### src/rjb_pkg.sv
`default_nettype none
package rjb_pkg;
  // register byte offsets on the bus
  localparam logic [7:0] OFS_CTRL   = 8'h00;
  localparam logic [7:0] OFS_INSTR  = 8'h04;
  localparam logic [7:0] OFS_PC     = 8'h08;
  localparam logic [7:0] OFS_SRC    = 8'h0c;
  localparam logic [7:0] OFS_STATUS = 8'h10;
  localparam logic [7:0] OFS_LINK   = 8'h14;
  localparam logic [7:0] OFS_LIDX   = 8'h18;
  localparam logic [7:0] OFS_TARGET = 8'h1c;
  // control field positions
  localparam int CTRL_COMPACT = 0;
  localparam int CTRL_GO      = 1;
  localparam int CTRL_MODE    = 2;
  // status field positions
  localparam int ST_BUSY = 0;
  localparam int ST_RESV = 1;
  localparam int ST_AERR = 2;
  localparam int ST_DONE = 3;
  localparam int ST_HAZ  = 4;
  localparam int ST_MODE = 5;
  // instruction encodings
  localparam logic [5:0] OP_EXCH  = 6'h1d;
  localparam logic [5:0] OP_FUNC  = 6'h00;
  localparam logic [5:0] FN_JR    = 6'h08;
  localparam logic [5:0] FN_JALR  = 6'h09;
  localparam logic [4:0] LINK_RA  = 5'h1f;
  localparam int         HB_BIT   = 10;
  // address steps
  localparam logic [31:0] LINK_OFS = 32'h0000_0008;
  localparam logic [31:0] SLOT_OFS = 32'h0000_0004;
  localparam logic [31:0] RST_WORD = 32'h0000_0000;
  // sequencer states, gray along the path
  typedef enum logic [1:0] {
    SQ_IDLE  = 2'h0,
    SQ_SLOT  = 2'h1,
    SQ_TGT   = 2'h3,
    SQ_FETCH = 2'h2
  } rjb_state_t;
  // whole state of the block
  typedef struct packed {
    rjb_state_t  state;
    logic [31:0] instr;
    logic [31:0] pc;
    logic [31:0] src;
    logic [31:0] target;
    logic [31:0] link;
    logic [4:0]  link_idx;
    logic        link_we;
    logic        compact;
    logic        mode;
    logic        next_mode;
    logic        barrier;
    logic        pre_haz;
    logic        slot_haz;
    logic        f_resv;
    logic        f_aerr;
    logic        f_done;
    logic        slot_valid;
    logic        fetch_valid;
    logic        haz_clear;
    logic        ph_wr;
    logic        ph_rd;
    logic [7:0]  ph_addr;
    logic [31:0] hrdata;
  } rjb_regs_t;
endpackage
`default_nettype wire

### src/rjb_unit.sv
// How it works
// RULE1 - software never sets source equal link register
// RULE2 - plain core: nonzero low bits fault at fetch
// RULE3 - compact core: bit0 zero, bit1 one faults
// RULE4 - link register gets jump address plus eight
// RULE5 - plain: full value; compact: bit0 to mode
// RULE6 - delay slot always runs before target
// RULE7 - software keeps branches out of delay slot
// RULE8 - barrier clears only hazards before the jump
// RULE9 - software clears stream hazards before using code
// RULE10 - exchange target: index shifted, slot-address top
// RULE11 - exchange link bit0 equals current mode
// RULE12 - exchange jump toggles the instruction mode
// RULE13 - exchange without compact code is reserved
// RULE14 - software gives exchange word-aligned targets
// RULE15 - region taken from delay slot address
// RULE16 - hint zero means default handling
// RULE17 - instruction bit ten selects barrier form
// RULE18 - barrier resolves hazards before target fetch
// RULE19 - barrier jumps legal in every mode
// RULE20 - software returns through register thirty-one
// RULE21 - decode by opcode, function and zero fields
// RULE22 - misaligned target still loads pc first
//
// The register addresses and the AHB-Lite interface to the registers were left to the implementer.
`timescale 1ns/100ps
`default_nettype none
module rjb_unit (
  input  wire logic        clk,
  input  wire logic        rst_n,
  input  wire logic        hsel,
  input  wire logic [31:0] haddr,
  input  wire logic [1:0]  htrans,
  input  wire logic        hwrite,
  input  wire logic [2:0]  hsize,
  input  wire logic [31:0] hwdata,
  input  wire logic        hready,
  output logic             hreadyout,
  output logic [31:0]      hrdata,
  output logic             hresp,
  input  wire logic        hazard_set,
  output logic             hazard_pending,
  output logic             hazard_clear,
  output logic             slot_valid,
  output logic             fetch_valid,
  output logic [31:0]      fetch_pc,
  output logic             instr_mode,
  output logic             link_valid,
  output logic [4:0]       link_idx,
  output logic [31:0]      link_value
);
  rjb_pkg::rjb_regs_t r;       // current state
  rjb_pkg::rjb_regs_t next_r;  // next state
  logic        start;          // decode taken this cycle
  logic        is_exch;        // exchange call decoded
  logic        is_jr;          // register jump decoded
  logic        is_jalr;        // register call decoded
  logic        known;          // any of the three
  logic        acc;            // address phase taken
  logic        misalign;       // fetch alignment fault
  logic [31:0] slot_pc;        // delay slot address
  logic [3:0]  slot_hi;        // region bits of slot
  logic [31:0] rd_mux;         // register read value

  // decode the held instruction word
  assign is_exch = r.instr[31:26] == rjb_pkg::OP_EXCH;  // RULE21
  assign is_jr   = r.instr[31:26] == rjb_pkg::OP_FUNC
                && r.instr[5:0] == rjb_pkg::FN_JR
                && r.instr[20:11] == 10'h000;  // RULE21
  assign is_jalr = r.instr[31:26] == rjb_pkg::OP_FUNC
                && r.instr[5:0] == rjb_pkg::FN_JALR
                && r.instr[20:16] == 5'h00;  // RULE21
  assign known   = is_exch | is_jr | is_jalr;
  assign slot_pc = r.pc + rjb_pkg::SLOT_OFS;
  assign slot_hi = slot_pc[31:28];

  // fetch fault check on the loaded pc
  always_comb
  begin
    if (r.compact)
      misalign = !r.mode && r.pc[1];  // RULE3
    else
      misalign = r.pc[1:0] != 2'h0;  // RULE2
  end

  // bus address phase accepted
  assign acc = hsel && htrans[1] && hready;

  // register read mux
  always_comb
  begin
    rd_mux = rjb_pkg::RST_WORD;
    case (r.ph_addr)
      rjb_pkg::OFS_CTRL:
      begin
        rd_mux[rjb_pkg::CTRL_COMPACT] = r.compact;
        rd_mux[rjb_pkg::CTRL_MODE]    = r.mode;
      end
      rjb_pkg::OFS_INSTR:  rd_mux = r.instr;
      rjb_pkg::OFS_PC:     rd_mux = r.pc;
      rjb_pkg::OFS_SRC:    rd_mux = r.src;
      rjb_pkg::OFS_STATUS:
      begin
        rd_mux[rjb_pkg::ST_BUSY] = r.state != rjb_pkg::SQ_IDLE;
        rd_mux[rjb_pkg::ST_RESV] = r.f_resv;
        rd_mux[rjb_pkg::ST_AERR] = r.f_aerr;
        rd_mux[rjb_pkg::ST_DONE] = r.f_done;
        rd_mux[rjb_pkg::ST_HAZ]  = r.pre_haz;
        rd_mux[rjb_pkg::ST_MODE] = r.mode;
      end
      rjb_pkg::OFS_LINK:   rd_mux = r.link;
      rjb_pkg::OFS_LIDX:   rd_mux[4:0] = r.link_idx;
      rjb_pkg::OFS_TARGET: rd_mux = r.target;
      // unmapped offsets read zero
      default:             rd_mux = rjb_pkg::RST_WORD;
    endcase
  end

  // next state: bus first, sequencer after so its sets win
  always_comb
  begin
    next_r             = r;
    start              = 1'b0;
    next_r.slot_valid  = 1'b0;
    next_r.fetch_valid = 1'b0;
    next_r.haz_clear   = 1'b0;
    next_r.link_we     = 1'b0;
    // hazards raised outside a barrier are remembered
    next_r.pre_haz     = r.pre_haz | hazard_set;
    // read data phase: one wait cycle, then data
    if (r.ph_rd)
    begin
      next_r.hrdata = rd_mux;
      next_r.ph_rd  = 1'b0;
    end
    // write data phase
    if (r.ph_wr)
    begin
      next_r.ph_wr = 1'b0;
      case (r.ph_addr)
        rjb_pkg::OFS_CTRL:
        begin
          if (r.state == rjb_pkg::SQ_IDLE)
          begin
            next_r.compact = hwdata[rjb_pkg::CTRL_COMPACT];
            next_r.mode    = hwdata[rjb_pkg::CTRL_MODE];
            start          = hwdata[rjb_pkg::CTRL_GO];
          end
        end
        rjb_pkg::OFS_INSTR:
        begin
          if (r.state == rjb_pkg::SQ_IDLE)
            next_r.instr = hwdata;
        end
        rjb_pkg::OFS_PC:
        begin
          if (r.state == rjb_pkg::SQ_IDLE)
            next_r.pc = hwdata;
        end
        rjb_pkg::OFS_SRC:
        begin
          if (r.state == rjb_pkg::SQ_IDLE)
            next_r.src = hwdata;
        end
        rjb_pkg::OFS_STATUS:
        begin
          // write one to clear sticky flags
          if (hwdata[rjb_pkg::ST_RESV])
            next_r.f_resv = 1'b0;
          if (hwdata[rjb_pkg::ST_AERR])
            next_r.f_aerr = 1'b0;
          if (hwdata[rjb_pkg::ST_DONE])
            next_r.f_done = 1'b0;
        end
        // other offsets ignore writes
        default: next_r.ph_wr = 1'b0;
      endcase
    end
    // new address phase
    if (acc)
    begin
      next_r.ph_addr = haddr[7:0];
      next_r.ph_wr   = hwrite;
      next_r.ph_rd   = !hwrite;
    end
    // jump sequencer
    case (r.state)
      rjb_pkg::SQ_IDLE:
      begin
        if (start)
        begin
          if (!known || (is_exch && !r.compact))
            next_r.f_resv = 1'b1;  // RULE13
          else
          begin
            // no privilege gate on the barrier forms
            next_r.barrier = !is_exch && r.instr[rjb_pkg::HB_BIT];  // RULE17 RULE19
            // hint bits below the barrier bit are default handling
            next_r.slot_haz = 1'b0;  // RULE16
            next_r.link     = r.pc + rjb_pkg::LINK_OFS;  // RULE4
            next_r.link_we  = is_exch || is_jalr;
            next_r.link_idx = is_exch ? rjb_pkg::LINK_RA : r.instr[15:11];
            if (is_exch)
            begin
              next_r.link[0]   = r.mode;  // RULE11
              next_r.target    = {slot_hi, r.instr[25:0], 2'b00};  // RULE10 RULE15
              next_r.next_mode = !r.mode;  // RULE12
            end
            else if (r.compact)
            begin
              next_r.target    = {r.src[31:1], 1'b0};  // RULE5
              next_r.next_mode = r.src[0];  // RULE5
            end
            else
            begin
              next_r.target    = r.src;  // RULE5
              next_r.next_mode = r.mode;
            end
            next_r.state = rjb_pkg::SQ_SLOT;
          end
        end
      end
      rjb_pkg::SQ_SLOT:
      begin
        // delay slot instruction issues here
        next_r.slot_valid = 1'b1;  // RULE6
        next_r.pc         = slot_pc;  // RULE6
        next_r.slot_haz   = hazard_set;  // RULE8
        next_r.state      = rjb_pkg::SQ_TGT;
      end
      rjb_pkg::SQ_TGT:
      begin
        next_r.pc   = r.target;  // RULE22
        next_r.mode = r.next_mode;  // RULE12
        if (r.barrier)
        begin
          // drop older hazards, keep those of the slot
          next_r.haz_clear = 1'b1;  // RULE18
          next_r.pre_haz   = r.slot_haz | hazard_set;  // RULE8
        end
        next_r.state = rjb_pkg::SQ_FETCH;
      end
      rjb_pkg::SQ_FETCH:
      begin
        // fault is raised at the fetch, not at the jump
        if (misalign)
          next_r.f_aerr = 1'b1;  // RULE2 RULE3 RULE22
        else
          next_r.fetch_valid = 1'b1;
        next_r.f_done = 1'b1;
        next_r.state  = rjb_pkg::SQ_IDLE;
      end
      default: next_r.state = rjb_pkg::SQ_IDLE;
    endcase
  end

  // state register, synchronous reset
  always_ff @(posedge clk)
  begin
    if (!rst_n)
      r <= '0;
    else
      r <= next_r;
  end

  // outputs
  assign hreadyout      = !r.ph_rd;
  assign hrdata         = r.hrdata;
  assign hresp          = 1'b0;
  assign hazard_pending = r.pre_haz;
  assign hazard_clear   = r.haz_clear;
  assign slot_valid     = r.slot_valid;
  assign fetch_valid    = r.fetch_valid;
  assign fetch_pc       = r.pc;
  assign instr_mode     = r.mode;
  assign link_valid     = r.link_we;
  assign link_idx       = r.link_idx;
  assign link_value     = r.link;
endmodule
`default_nettype wire

### config.mk
export PLATFORM = sky130hd
export DESIGN_NAME = rjb_unit
export DESIGN_NICKNAME = d
export VERILOG_FILES = /design/src/rjb_pkg.sv /design/src/rjb_unit.sv
export SDC_FILE = /design/constraint.sdc
export NUM_CORES = 1
export LEC_CHECK = 0
export ABC_AREA = 1
export BUFFER_PORTS_ARGS = -buffer_cell sky130_fd_sc_hd__buf_2
export CORE_MARGIN = 2
export CORE_UTILIZATION = 60
export CTS_BUF_LIST = sky130_fd_sc_hd__clkbuf_8
export CTS_CLUSTER_DIAMETER = 150
export DETAILED_ROUTE_END_ITERATION = 16
export PLACE_DENSITY = 0.9
export SLEW_MARGIN = 20
export SYNTH_ARGS = -nofsm -noshare
export SYNTH_HDL_FRONTEND = slang
export SYNTH_SLANG_ARGS = --single-unit
### constraint.sdc
create_clock -name clk -period 2.2 [get_ports clk]
set_clock_uncertainty 0.15 [all_clocks]
set_input_delay 0.44 -clock clk [delete_from_list [all_inputs] [get_ports clk]]
set_output_delay 0.44 -clock clk [all_outputs]
set_load 0.01 [all_outputs]
==> impl_results.md <==
- Adder-Cell Fraction of Synth Area: 0.00612
- DR iter-0 viols: 1805
- Synth Area in Compound Gates: 0.201
- Ys Warns: 0
- H-tree levels: 2
- First-pass GRT wire length: 63.2 mm
- Clock sinks: 222
- Die span in y: 147 um
- Max Cap Viol: 0
- Chip width: 147 um
- DP Worst Slack: 0.00976 ns
- Vias in the first global route: ~11k
- Diodes inserted: 0
- Instance count of the mapped netlist: 1842
- Count of cell types in the netlist: 40
- Power Total: 9.55 mW
- Max Clock Freq: roughly 480 MHz
- Worst-path clk slew: 0.06 ns
- #FFs+latches synth: 222
- CTS root buf: clkbuf_8
- Final worst slack: between 0.1 and 0.15 ns
- Crit path kind: flip-flop to flip-flop
- CTS Buf Count: 38
- Status: finished clean
- P per Cell Area: 694 nW/um^2
- Wirelength, routed: 41.5 mm
- Worst skew pair latency: around 0.57 ns
- Sequential area share after synthesis: 0.362
- Final RePlAce weighted congestion: 1.05
- # port buffers: 154
- Die area: roughly 22000 um^2
- Core ar.: 20200 um^2
- Period utilization: 0.939
- Largest net degree at the start of global routing: 69
- Multiplexer share of the synthesized area: 0
- Main combinational cell family by area after synthesis: simple AND/OR/NAND/NOR gates
- Setup crit end kind: flip-flop
- Dpl hpwl: 30.4 mm
- Worst Hold Class: input pin to flip-flop
- WL/cell: roughly 19 um
- Post-Synth Simple-Gate Area: 0.250
- Syn_area_per_cell: 6.66 um^2
- VDD IR max: 441 uV
- Total vias in the final route: around 13k
- Final setup viols: 0
- Remaining global-route overflow: 0
- Initial antenna violation count: 0
- IO Pins: between 150 and 200
- Nets@finish: 2002
- Mapped Area: 12300 um^2
- RSZ-0062 raised after global routing: true
- Layout cell share with drive strength beyond 1: 0.175
- Max transition margin: 0.649
- Post-route ant nets: 0
- Syn nets: between 1.5k and 2k
- DRT Pass-1 Iters: 7
- Post-layout min period: around 2.1 ns
- Starting Density: 0.608
- Vias per std cell: 5.77
- Total track usage: 0.375
- CP arrival: 2.40 ns
- Slew @ Worst Pin: about 0.53 ns
- Postcts setup bufs: 0
- Residual DRC count: 0
- Xor/xnor share of the synthesized area: 0.0136
- Lkg Pwr: 6.35 nW
- Hold violation total from the final report: 0
- Clk buf depth: 3
- Cell row count: 52
- CTS tree: yes
- Startpoint types: flip-flop
- Max-slew violations: 0
- Worst path required time: ~2.5 ns
- Syn-to-layout area delta: 12.2%
- CP max FO: 26
-- layout make-up --
| type | instances | area [um^2] |
|---|---|---|
| repair buffers | 239 | 1590 |
| fillers | 1768 | 6410 |
| clock buffers | 52 | 716 |
| flip-flops and latches | 222 | 4440 |
| inverters | 207 | 787 |
| clock inverters | 14 | 68.8 |
| multi-input cells | 1213 | 5810 |
| well taps | 270 | 338 |
-- stage by stage --
stage          TNS, ns  cell area (um^2)  hold slack (ns)  instances  utilization
4_1_cts              0             13700          0.00267       2217        0.680
3_5_place_dp         0             12900            0.305       2149        0.640
6_report             0             13800          0.00750       2217        0.682
2_1_floorplan        0             12300            0.290       1842            -
3_3_place_gp         0             12900            0.304       2149        0.640
5_1_grt        -0.0198             13800           0.0430       2217        0.682
-- synth_stat cells (all sizes together) --
library cell	n	share of area
a31oi	19	0.0097
conb	1	0.00031
ha	6	0.0061
nor2	280	0.088
xor2	19	0.014
nor3b	1	0.00061
clkbuf	49	0.015
o211ai	7	0.0043
inv	203	0.062
o31ai	2	0.0012
o21ai	212	0.087
or2	1	0.00051
nand3	102	0.043
o22ai	55	0.033
nor3	17	0.011
clkinv	4	0.0013
nand3b	1	0.00061
dfxtp	222	0.36
a21oi	132	0.054
buf	151	0.088
nand4	5	0.0026
a221oi	1	0.00071
nand2	334	0.10
a22oi	18	0.011
-- cell families (layout without fill, tap and decap cells) --
kind of cell	after synthesis	after routing
other	1	1
flip-flops	222	222
buffers and inverters	407	512
AO/OA/AOI/OAI	446	446
AND/OR/NAND/NOR	741	741
XOR/XNOR	19	19
adder cells (fa/ha/maj)	6	6
-- layer usage --
| layer | global-route usage | wire, um | share of wire | vias to the layer above |
|---|---|---|---|---|
| met5 | 0 | 0 | 0 | - |
| met4 | 0.145 | 1620 | 0.039 | 0 |
| met3 | 0.0947 | 5970 | 0.14 | 111 |
| met2 | 0.521 | 16700 | 0.40 | 879 |
| met1 | 0.556 | 17200 | 0.42 | 5769 |
| li1 | - | - | - | 6025 |
-- sequential cells by signal (all words and copies together), names as in the netlist --
name,flops
link_value,32
hrdata,32
slot_valid,1
link_idx,5
link_valid,1
instr_mode,1
r,115
fetch_valid,1
hazard_pending,1
fetch_pc,32
hazard_clear,1
-- path summary, 6_finish.rpt --
check,to,slack (ns),cells after the start,start
max reg2reg,fetch_pc[22],0.13,10,r[221]
max,fetch_pc[22],0.13,10,r[221]
min reg2reg,fetch_pc[6],0.30,2,r[98]
min,r[48],0.007,3,hazard_set
-- worst max-delay path: stages (launching register included) --
cell and delay (ns):
dfxtp_1 0.36, inv_1 0.10, ha_1 0.20, nor2_1 0.15
inv_1 0.12, nor2_2 0.14, buf_12 0.20, inv_1 0.10
o22ai_1 0.19, nor2_1 0.12, a21oi_1 0.16
-- repair_timing --
action                     CTS  global route
hold endpoints to repair     2             0
pin swaps                    0             0
hold buffers                 2             0
setup endpoints to repair    1            48
gates resized for setup      1            11
-- power breakdown --
group / leakage (nW) / switching, mW / internal, mW
registers: 1.79 / 0.174 / 4.16
clock network: 0.438 / 1.78 / 2.10
logic: 4.12 / 0.893 / 0.440
-- cells in the final DEF, fill, tap and decap left out, drive strengths merged, types with 52 or more instances in the layout --
master,netlist,routed
nand2,334,334
nor2,280,280
buf,151,237
dfxtp,222,222
inv,203,212
o21ai,212,212
a21oi,132,132
nand3,102,102
o22ai,55,55
clkbuf,49,52
Power figures use the tool's default switching activity.
